<file path="config.mk">
export PLATFORM = sky130hd
export DESIGN_NAME = pll_clock_synth_divider
export DESIGN_NICKNAME = d
export VERILOG_FILES = /design/src/verilog/pll_pkg.sv /design/src/verilog/pll_post_div.sv /design/src/verilog/pll_pfd.sv /design/src/verilog/pll_clock_synth_divider.sv
export SDC_FILE = /design/constraint.sdc
export NUM_CORES = 1
export LEC_CHECK = 0
export ABC_AREA = 1
export BUFFER_PORTS_ARGS = -buffer_cell sky130_fd_sc_hd__buf_2
export CORE_ASPECT_RATIO = 0.5
export CORE_UTILIZATION = 65
export DETAILED_ROUTE_END_ITERATION = 8
export GPL_TIMING_DRIVEN = 1
export PLACE_DENSITY_LB_ADDON = 0.05
export SYNTH_ARGS = -nofsm -noshare
export SYNTH_HDL_FRONTEND = slang
export SYNTH_SLANG_ARGS = --single-unit
</file>
<file path="constraint.sdc">
create_clock -name pclk -period 9.1 [get_ports pclk]
set_input_delay 1.365 -clock pclk [delete_from_list [all_inputs] [get_ports pclk]]
set_output_delay 1.365 -clock pclk [all_outputs]
set_load 0.005 [all_outputs]
</file>
<file path="src/verilog/pll_pkg.sv">
// constants and types for the clock synthesis block
// assumes one 125 MHz pclk and an apb master
package pll_pkg;
   // ==========================================
   // bus and register map
   localparam int ADDR_W = 8;
   localparam logic [7:0] CTRL_OFS = 8'h00;
   localparam logic [7:0] DIV_OFS = 8'h04;
   localparam logic [7:0] POST_OFS = 8'h08;
   localparam logic [7:0] PHASE_OFS = 8'h0C;
   localparam logic [7:0] DUTY_OFS = 8'h10;
   localparam logic [7:0] STATUS_OFS = 8'h14;
   localparam logic [7:0] FREQ_OFS = 8'h18;
   localparam int RUN_BIT = 0;
   localparam int CLEAR_BIT = 1;
   localparam int DETEN_BIT = 2;
   localparam int LOCK_BIT = 0;
   localparam int UP_BIT = 1;
   localparam int DN_BIT = 2;
   localparam int FB_POS = 8;
   localparam int B_POS = 8;
   localparam int E_POS = 16;
   localparam logic [2:0] CTRL_RST = 3'h4;
   // ==========================================
   // dividers and phase
   localparam logic [5:0] DIV_MIN = 6'h01;
   localparam logic [5:0] DIV_MAX = 6'h20;
   localparam logic [7:0] PHASE_RST = 8'h00;
   localparam logic [2:0] DUTY_RST = 3'h4;
   localparam int STEPS_PER_OSC = 8;
   localparam int PHASE_STEP_PS = 125;
   localparam logic [7:0] GLOB_COMP = 8'h01;
   localparam logic [7:0] OFF_COMP = 8'h02;
   localparam int MAX_LOOPS = 2;
   // ==========================================
   // loop and lock detector
   localparam int FW_W = 24;
   localparam logic [23:0] FW_RST = 24'h100000;
   localparam logic [23:0] FW_MIN = 24'h000100;
   localparam logic [23:0] FW_MAX = 24'h7F0000;
   localparam logic [23:0] KP = 24'h000400;
   localparam logic [23:0] KI = 24'h000001;
   localparam logic [7:0] LOCK_WIN = 8'h02;
   localparam logic [7:0] LOCK_CNT = 8'h10;
   typedef struct packed {
      logic [5:0] div;
      logic [7:0] phase;
      logic [2:0] duty;
   } post_cfg_s;
   typedef enum logic [2:0] {
      ST_IDLE = 3'b001,
      ST_ACQ = 3'b010,
      ST_LOCK = 3'b100
   } lock_state_e;
endpackage : pll_pkg

</file>
<file path="src/verilog/pll_post_div.sv">
// one post-scale divider with phase offset and duty
// assumes tick marks one eighth of an oscillator period
`timescale 1ns/1ps
module pll_post_div import pll_pkg::*; #(
   parameter logic [7:0] COMP = 8'h00
) (
   input wire logic pclk,
   input wire logic presetn,
   input wire logic hold,
   input wire logic tick,
   input wire post_cfg_s cfg,
   output logic clk_out
);
   // ==========================================
   // period, high time and start point
   logic [8:0] period;
   logic [8:0] high;
   logic [9:0] start_raw;
   logic [8:0] start;
   logic [8:0] phase_eff;
   logic [8:0] cnt_ff;
   logic [8:0] nxt_cnt;
   assign period = {cfg.div, 3'h0};
   assign high = 9'(cfg.duty * cfg.div);
   assign phase_eff = ({1'b0, cfg.phase} < period) ? {1'b0, cfg.phase} : 9'h000;
   assign start_raw = {1'b0, period} - {1'b0, phase_eff} + {2'h0, COMP};
   assign start = (start_raw >= {1'b0, period}) ? 9'(start_raw - {1'b0, period})
      : start_raw[8:0];
   assign nxt_cnt = (cnt_ff == period - 9'h001) ? 9'h000 : cnt_ff + 9'h001;
   always_ff @(posedge pclk or negedge presetn) begin
      if (!presetn) begin
         cnt_ff <= 9'h000;
         clk_out <= 1'b0;
      end else if (hold) begin
         cnt_ff <= start;
         clk_out <= 1'b0;
      end else if (tick) begin
         cnt_ff <= nxt_cnt;
         clk_out <= (nxt_cnt < high);
      end
   end
endmodule : pll_post_div

</file>
<file path="src/verilog/pll_pfd.sv">
// rising-edge phase-frequency detector
// assumes one-cycle event pulses for both edges
`timescale 1ns/1ps
module pll_pfd (
   input wire logic pclk,
   input wire logic presetn,
   input wire logic clr,
   input wire logic ref_evt,
   input wire logic fb_evt,
   output logic up,
   output logic down,
   output logic done
);
   logic nxt_up;
   logic nxt_dn;
   assign nxt_up = up | ref_evt;
   assign nxt_dn = down | fb_evt;
   // ==========================================
   // set on edge, both clear once both seen
   always_ff @(posedge pclk or negedge presetn) begin
      if (!presetn) begin
         up <= 1'b0;
         down <= 1'b0;
         done <= 1'b0;
      end else if (clr) begin
         up <= 1'b0;
         down <= 1'b0;
         done <= 1'b0;
      end else begin
         up <= nxt_up & ~nxt_dn;
         down <= nxt_dn & ~nxt_up;
         done <= nxt_up & nxt_dn;
      end
   end
endmodule : pll_pfd

</file>
<file path="src/verilog/pll_clock_synth_divider.sv">
// digital model of one clock synthesis loop
// assumes synchronous ref_clk_in slower than pclk/2
// How it works
// - output = in times fb over pre times post
// - all dividers take 1 through 32
// - phase step is oscillator period over 8
// - step reaches 125 ps at fastest oscillator
// - 45 degree steps always, finer by ratio
// - two clocks toward the global network
// - one clock for an off-chip pin
// - detector compares rising edges only
// - up raises, down lowers oscillator rate
// - fb divider sits in the feedback path
// - reference is input over pre-divider
// - oscillator feeds three post dividers
// - a,b to global, e to off-chip
// - lock and clocks go to user logic
// - fixed non-adjustable compensation delays
// - at most two loops per device
// - run low holds clocks, drops lock
// - clear resets dividers, outputs, lock
// - detector off stops corrections only
// - lock high when locked, may toggle
//
// The placing of the registers and the APB interface to the registers were chosen for this implementation.
`timescale 1ns/1ps
module pll_clock_synth_divider import pll_pkg::*; (
   input wire logic pclk,
   input wire logic presetn,
   input wire logic psel,
   input wire logic penable,
   input wire logic pwrite,
   input wire logic [ADDR_W-1:0] paddr,
   input wire logic [31:0] pwdata,
   output logic [31:0] prdata,
   output logic pready,
   output logic pslverr,
   input wire logic ref_clk_in,
   output logic glob_clk_out_a,
   output logic glob_clk_out_b,
   output logic off_chip_clk_out,
   output logic lock_out
);
   // ==========================================
   // declarations
   logic [2:0] ctrl_ff;
   logic [5:0] pre_n_ff;
   logic [5:0] fb_m_ff;
   post_cfg_s ga_cfg_ff;
   post_cfg_s gb_cfg_ff;
   post_cfg_s e_cfg_ff;
   logic [FW_W-1:0] fw_ff;
   logic [FW_W-1:0] acc_ff;
   logic [FW_W-1:0] eff_word;
   logic [FW_W:0] acc_sum;
   logic tick_ff;
   logic ref_q_ff;
   logic [5:0] pre_cnt_ff;
   logic ref_evt_ff;
   logic [8:0] fb_cnt_ff;
   logic fb_evt_ff;
   logic up_raw;
   logic dn_raw;
   logic pfd_done;
   logic up_corr;
   logic dn_corr;
   lock_state_e state_ff;
   logic [7:0] good_cnt_ff;
   logic [7:0] err_cnt_ff;
   logic run;
   logic clear;
   logic det_en;
   logic hold;
   logic ref_rise;
   logic [31:0] rd_mux;
   logic bad_addr;
   logic is_cfg;
   logic wr_en;

   function automatic logic [5:0] clamp_div(input logic [5:0] v);
      if (v < DIV_MIN) begin
         return DIV_MIN;
      end else if (v > DIV_MAX) begin
         return DIV_MAX;
      end
      return v;
   endfunction : clamp_div

   assign run = ctrl_ff[RUN_BIT];
   assign clear = ctrl_ff[CLEAR_BIT];
   assign det_en = ctrl_ff[DETEN_BIT];
   assign hold = ~run | clear;

   // ==========================================
   // apb slave, registered zero-wait answer
   always_comb begin
      rd_mux = 32'h0000_0000;
      bad_addr = 1'b0;
      is_cfg = 1'b1;
      case (paddr)
         CTRL_OFS: begin
            rd_mux[2:0] = ctrl_ff;
            is_cfg = 1'b0;
         end
         DIV_OFS: begin
            rd_mux[5:0] = pre_n_ff;
            rd_mux[FB_POS+:6] = fb_m_ff;
         end
         POST_OFS: begin
            rd_mux[5:0] = ga_cfg_ff.div;
            rd_mux[B_POS+:6] = gb_cfg_ff.div;
            rd_mux[E_POS+:6] = e_cfg_ff.div;
         end
         PHASE_OFS: begin
            rd_mux[7:0] = ga_cfg_ff.phase;
            rd_mux[B_POS+:8] = gb_cfg_ff.phase;
            rd_mux[E_POS+:8] = e_cfg_ff.phase;
         end
         DUTY_OFS: begin
            rd_mux[2:0] = ga_cfg_ff.duty;
            rd_mux[B_POS+:3] = gb_cfg_ff.duty;
            rd_mux[E_POS+:3] = e_cfg_ff.duty;
         end
         STATUS_OFS: begin
            rd_mux[LOCK_BIT] = lock_out;
            rd_mux[UP_BIT] = up_raw;
            rd_mux[DN_BIT] = dn_raw;
            is_cfg = 1'b0;
         end
         FREQ_OFS: begin
            rd_mux[FW_W-1:0] = fw_ff;
         end
         default: begin
            bad_addr = 1'b1;
            is_cfg = 1'b0;
         end
      endcase
   end

   always_ff @(posedge pclk or negedge presetn) begin
      if (!presetn) begin
         pready <= 1'b0;
         prdata <= 32'h0000_0000;
         pslverr <= 1'b0;
      end else if (psel && !penable) begin
         pready <= 1'b1;
         prdata <= pwrite ? 32'h0000_0000 : rd_mux;
         pslverr <= bad_addr | (pwrite & is_cfg & run);
      end else begin
         pready <= 1'b0;
         pslverr <= 1'b0;
      end
   end

   assign wr_en = psel & penable & pready & pwrite & ~pslverr;

   // ==========================================
   // configuration registers
   always_ff @(posedge pclk or negedge presetn) begin
      if (!presetn) begin
         ctrl_ff <= CTRL_RST;
      end else if (wr_en && paddr == CTRL_OFS) begin
         ctrl_ff <= pwdata[2:0];
      end
   end

   always_ff @(posedge pclk or negedge presetn) begin
      if (!presetn) begin
         pre_n_ff <= DIV_MIN;
         fb_m_ff <= DIV_MIN;
         ga_cfg_ff <= '{DIV_MIN, PHASE_RST, DUTY_RST};
         gb_cfg_ff <= '{DIV_MIN, PHASE_RST, DUTY_RST};
         e_cfg_ff <= '{DIV_MIN, PHASE_RST, DUTY_RST};
      end else if (wr_en) begin
         case (paddr)
            DIV_OFS: begin
               pre_n_ff <= clamp_div(pwdata[5:0]);
               fb_m_ff <= clamp_div(pwdata[FB_POS+:6]);
            end
            POST_OFS: begin
               ga_cfg_ff.div <= clamp_div(pwdata[5:0]);
               gb_cfg_ff.div <= clamp_div(pwdata[B_POS+:6]);
               e_cfg_ff.div <= clamp_div(pwdata[E_POS+:6]);
            end
            PHASE_OFS: begin
               ga_cfg_ff.phase <= pwdata[7:0];
               gb_cfg_ff.phase <= pwdata[B_POS+:8];
               e_cfg_ff.phase <= pwdata[E_POS+:8];
            end
            DUTY_OFS: begin
               ga_cfg_ff.duty <= pwdata[2:0];
               gb_cfg_ff.duty <= pwdata[B_POS+:3];
               e_cfg_ff.duty <= pwdata[E_POS+:3];
            end
            default: begin
            end
         endcase
      end
   end

   // ==========================================
   // reference pre-divider
   assign ref_rise = ref_clk_in & ~ref_q_ff;
   always_ff @(posedge pclk or negedge presetn) begin
      if (!presetn) begin
         ref_q_ff <= 1'b0;
         pre_cnt_ff <= 6'h00;
         ref_evt_ff <= 1'b0;
      end else begin
         ref_q_ff <= ref_clk_in;
         ref_evt_ff <= 1'b0;
         if (hold) begin
            pre_cnt_ff <= 6'h00;
         end else if (ref_rise) begin
            if (pre_cnt_ff == pre_n_ff - 6'h01) begin
               pre_cnt_ff <= 6'h00;
               ref_evt_ff <= 1'b1;
            end else begin
               pre_cnt_ff <= pre_cnt_ff + 6'h01;
            end
         end
      end
   end

   // ==========================================
   // oscillator: eight ticks per period
   always_comb begin
      eff_word = fw_ff;
      if (up_corr) begin
         eff_word = fw_ff + KP;
      end else if (dn_corr) begin
         eff_word = fw_ff - KP;
      end
   end
   assign acc_sum = {1'b0, acc_ff} + {1'b0, eff_word};

   always_ff @(posedge pclk or negedge presetn) begin
      if (!presetn) begin
         acc_ff <= '0;
         tick_ff <= 1'b0;
      end else if (hold) begin
         acc_ff <= '0;
         tick_ff <= 1'b0;
      end else begin
         acc_ff <= acc_sum[FW_W-1:0];
         tick_ff <= acc_sum[FW_W];
      end
   end

   // ==========================================
   // feedback divider over 8*m ticks
   always_ff @(posedge pclk or negedge presetn) begin
      if (!presetn) begin
         fb_cnt_ff <= 9'h000;
         fb_evt_ff <= 1'b0;
      end else begin
         fb_evt_ff <= 1'b0;
         if (hold) begin
            fb_cnt_ff <= 9'h000;
         end else if (tick_ff) begin
            if (fb_cnt_ff == {fb_m_ff, 3'h0} - 9'h001) begin
               fb_cnt_ff <= 9'h000;
               fb_evt_ff <= 1'b1;
            end else begin
               fb_cnt_ff <= fb_cnt_ff + 9'h001;
            end
         end
      end
   end

   // ==========================================
   // detector and frequency integrator
   pll_pfd u_pfd (
      .pclk(pclk),
      .presetn(presetn),
      .clr(hold),
      .ref_evt(ref_evt_ff),
      .fb_evt(fb_evt_ff),
      .up(up_raw),
      .down(dn_raw),
      .done(pfd_done)
   );

   assign up_corr = up_raw & det_en & ~hold;
   assign dn_corr = dn_raw & det_en & ~hold;

   always_ff @(posedge pclk or negedge presetn) begin
      if (!presetn) begin
         fw_ff <= FW_RST;
      end else if (wr_en && paddr == FREQ_OFS) begin
         fw_ff <= pwdata[FW_W-1:0];
      end else if (up_corr && fw_ff < FW_MAX) begin
         fw_ff <= fw_ff + KI;
      end else if (dn_corr && fw_ff > FW_MIN) begin
         fw_ff <= fw_ff - KI;
      end
   end

   // ==========================================
   // lock detector
   always_ff @(posedge pclk or negedge presetn) begin
      if (!presetn) begin
         state_ff <= ST_IDLE;
         good_cnt_ff <= 8'h00;
         err_cnt_ff <= 8'h00;
         lock_out <= 1'b0;
      end else if (hold) begin
         state_ff <= ST_IDLE;
         good_cnt_ff <= 8'h00;
         err_cnt_ff <= 8'h00;
         lock_out <= 1'b0;
      end else begin
         if (pfd_done) begin
            err_cnt_ff <= 8'h00;
         end else if ((up_raw | dn_raw) && err_cnt_ff != 8'hFF) begin
            err_cnt_ff <= err_cnt_ff + 8'h01;
         end
         case (state_ff)
            ST_IDLE: begin
               state_ff <= ST_ACQ;
            end
            ST_ACQ: begin
               if (pfd_done && err_cnt_ff <= LOCK_WIN) begin
                  good_cnt_ff <= good_cnt_ff + 8'h01;
                  if (good_cnt_ff == LOCK_CNT - 8'h01) begin
                     state_ff <= ST_LOCK;
                  end
               end else if (pfd_done) begin
                  good_cnt_ff <= 8'h00;
               end
            end
            ST_LOCK: begin
               if (pfd_done && err_cnt_ff > LOCK_WIN) begin
                  state_ff <= ST_ACQ;
                  good_cnt_ff <= 8'h00;
               end
            end
            default: begin
               state_ff <= ST_IDLE;
            end
         endcase
         lock_out <= (state_ff == ST_LOCK);
      end
   end

   // ==========================================
   // post-scale dividers, one loop instance of MAX_LOOPS
   pll_post_div #(.COMP(GLOB_COMP)) glob_post_div_a (
      .pclk(pclk),
      .presetn(presetn),
      .hold(hold),
      .tick(tick_ff),
      .cfg(ga_cfg_ff),
      .clk_out(glob_clk_out_a)
   );

   pll_post_div #(.COMP(GLOB_COMP)) glob_post_div_b (
      .pclk(pclk),
      .presetn(presetn),
      .hold(hold),
      .tick(tick_ff),
      .cfg(gb_cfg_ff),
      .clk_out(glob_clk_out_b)
   );

   pll_post_div #(.COMP(OFF_COMP)) off_chip_post_div (
      .pclk(pclk),
      .presetn(presetn),
      .hold(hold),
      .tick(tick_ff),
      .cfg(e_cfg_ff),
      .clk_out(off_chip_clk_out)
   );
endmodule : pll_clock_synth_divider

</file>
==> impl_results.md <==
- Syn Area/Cell: 7.30 sq um
- Lkg Pwr: 9.63 nW
- Clock-pin slew on the worst setup and hold paths: 60 ps
- Antenna viol nets, final: 0
- Max H-tree Level: 1
- Final period util: 49.9%
- Tightest Pin Transition: 988 ps
- Clock skew: 12.2 ps
- Arrival time worst endpoint: 4950 ps
- Final wirelength: 47600 um
- Final Critical Period: 4540 ps
- Fin. Hold Viols: 0
- IO Pins: 84
- Final Setup Violations: 0
- Starting Density: 66.4%
- DR vias: 16600
- Critical Path End Type: flop
- Pwr dens: 107 nW/um^2
- Sink Count: 212
- Core area: 26500 sq um
- Clock buffer depth: 3
- Async S/R FF share, synth: 100%
- Crit path launch: gb_cfg_ff[14]
- Resized Gates After CTS: 0
- Hold Path Class: flop to flop
- Hold_ws: 427 ps
- Crit start category: flop
- Crit path to: glob_post_div_b.cnt_ff[6]
- Peak Freq: 220 MHz
- Hold-fix buffers, CTS: 0
- Initial antenna violation count: 4
- Inserted Clock Buffers: 22
- Sum Neg Setup Slack: 0 ps
- Library cells used by synthesis: 60
- NumNets Final: 2685
- FF-to-FF End: glob_post_div_b.cnt_ff[6]
- Post-synthesis cell area: 17600 sq um
- YS warnings: 0
- Worst reg2reg path startpoint: gb_cfg_ff[14]
- Worst VDD drop: 107 uV
- Largest net degree at the start of global routing: 102
- Per-cell routed wire length: 16.8 um
- Final Power: 0.00203 W
- Place WS: 4650 ps
- DR iter-0 viols: 1353
- RePlAce Congestion: 0.949
- Total gr overflow: 0
- Die W: 235 um
- Worst stage delay on the critical path: 560 ps
- Top cell by count, worst path: nand2_1
- Clk_lat worst skew: 530 ps
- FF-to-FF setup slack: 4560 ps
- Synth Instances: 2414
- First-pass GRT wire length: 78000 um
- Worst R2R Path Depth: 25
- Final worst slack: 4560 ps
- Seq/Total Area, Yosys: 30.2%
- Die Y-Extent: 118 um
- Main synth FF type: dfrtp_1
- Number of enable flip-flop cells after synthesis: 0
- Vias per cell: 5.85
- Share of layout cells above drive strength 1: 6.72%
- Rel. slew slack: 33.9%
- FP Rows: 42
- Crit-path max FO: 8
- TritonRoute pass-1 iters: 5
- Max Slew Vio Count: 0
- Unrepaired setup endpoints after global routing: no
- CTS tree: built
- Total Die Area: 27800 sq um
- P&R area growth vs syn: 7.25%
- Critical path class: flop to flop
- IO buf count: 67
- Drt drc: 0
- GRT Total Usage: 34.8%
- Clock Tree Root: clkbuf_16
- Dpl hpwl: 36900 um
- Data required time at the worst endpoint: 9510 ps
- Status: finished, final reports clean
- Vias in the first global route: 15500
- Slowest cell on the critical path: dfrtp_1
- #FFs+latches synth: 212
- Max Cap Viol: 0
- Setup Fix Bufs, Post-CTS: 0
## where the power goes
part	switching, W	total, W	internal [W]
Combinational	0.000105	0.000161	0.0000561
Clock	0.000387	0.000902	0.000515
Sequential	0.0000123	0.000966	0.000953
## layout make-up
type                            instances  area (sq um)
Inverter                              383          1440
Timing Repair Buffer                   75           405
Sequential cell                       212          5320
Multi-Input combinational cell       1764         10600
Clock buffer                           33           643
Antenna cell                            5          12.5
Fill cell                            2277          7640
Clock inverter                          5          50.0
Tap cell                              352           440
## worst min path at each step
stage	startpoint	end	slack, ps	cells after the start
after floorplan	ref_evt_ff	u_pfd.down	410	1
after global placement	ref_evt_ff	u_pfd.down	420	1
after detailed placement	ref_evt_ff	u_pfd.down	420	1
after CTS	ref_evt_ff	u_pfd.down	430	1
after global routing	fb_evt_ff	u_pfd.up	450	1
final	ref_evt_ff	u_pfd.down	430	1
## metal layers
layer | track usage, % | wire, um
met3 | 6.94 | 4320
met5 | 0.535 | 0
met4 | 8.59 | 1040
met2 | 53.3 | 20500
met1 | 50.4 | 21800
## registers in the layout, summed over array words and instances, names as in the netlist, 8 cells and up
| name | count |
|---|---|
| glob_post_div_a.cnt_ff | 9 |
| fw_ff | 24 |
| prdata | 24 |
| ga_cfg_ff | 17 |
| good_cnt_ff | 8 |
| off_chip_post_div.cnt_ff | 9 |
| gb_cfg_ff | 17 |
| fb_cnt_ff | 9 |
| glob_post_div_b.cnt_ff | 9 |
| e_cfg_ff | 17 |
| acc_ff | 24 |
| err_cnt_ff | 8 |
## stage by stage
step	area [sq um]	util, %	cells
final	18900	71.2	2829
after detailed placement	18200	68.6	2786
after global placement	18200	68.6	2786
after CTS	18900	71.2	2824
after global routing	18900	71.2	2828
after floorplan	17600	-	2421
## cells in the mapped netlist (11+ instances only)
library cell	count	area share, %
nand2_1	554	12
inv_1	361	7.7
dfrtp_1	201	29
ha_1	161	11
o21ai_0	151	4.3
nor2_1	150	3.2
nand3_1	140	4.0
a21oi_1	121	3.4
xor2_1	82	4.1
o22ai_1	56	2.0
xnor2_1	54	2.7
nor3_1	41	1.2
nand4_1	40	1.4
clkbuf_1	32	0.68
fa_1	20	2.3
inv_2	20	0.43
o211ai_1	20	0.85
buf_2	18	0.51
a211oi_1	13	0.55
a221oi_1	13	0.65
o21ai_1	13	0.37
dfstp_2	11	1.6
## layout by cell type, fill, tap and decap left out, types with 5 or more instances in the layout
cell	Yosys	routed
a221oi_1	13	13
dfrtp_1	201	201
nand4_1	40	40
diode_2	0	5
buf_2	18	66
o211ai_1	20	20
o22ai_1	56	56
nor4_1	10	10
nand2_1	554	554
inv_2	20	20
a31oi_1	7	7
a21oi_1	121	121
nand2_2	5	5
o31ai_1	9	9
nand3_1	140	140
fa_1	20	20
a211oi_1	13	13
o21ai_0	151	151
buf_4	10	8
o21bai_1	6	6
ha_1	161	161
clkbuf_1	32	7
nor2_1	150	150
nand3b_1	9	9
xor2_1	82	82
clkbuf_16	0	23
o221ai_1	6	6
inv_1	361	361
nor3_1	41	41
xnor2_1	54	54
conb_1	1	8
a21o_1	10	10
dfstp_2	11	11
o21a_1	6	6
a22oi_1	6	6
a22o_1	8	8
o21ai_1	13	13
## worst max-delay path: cells and delay by family (launching register included)
family | cells | cell delay [ps]
buf+inv | 5 | 720
fa+ha+maj | 3 | 1010
compound gates | 6 | 1040
flops | 1 | 560
simple gates | 11 | 1100
## cells by family after synthesis
group           after synthesis  share of synthesized area [%]
mux                           7                          0.426
other cells                   1                         0.0213
xor+xnor                    136                           6.76
fa+ha+maj                   181                           13.7
buf+inv                     445                           9.86
compound gates              463                           15.6
simple gates                969                           23.5
flops                       212                           30.2
(Power assumes the default switching activity.)
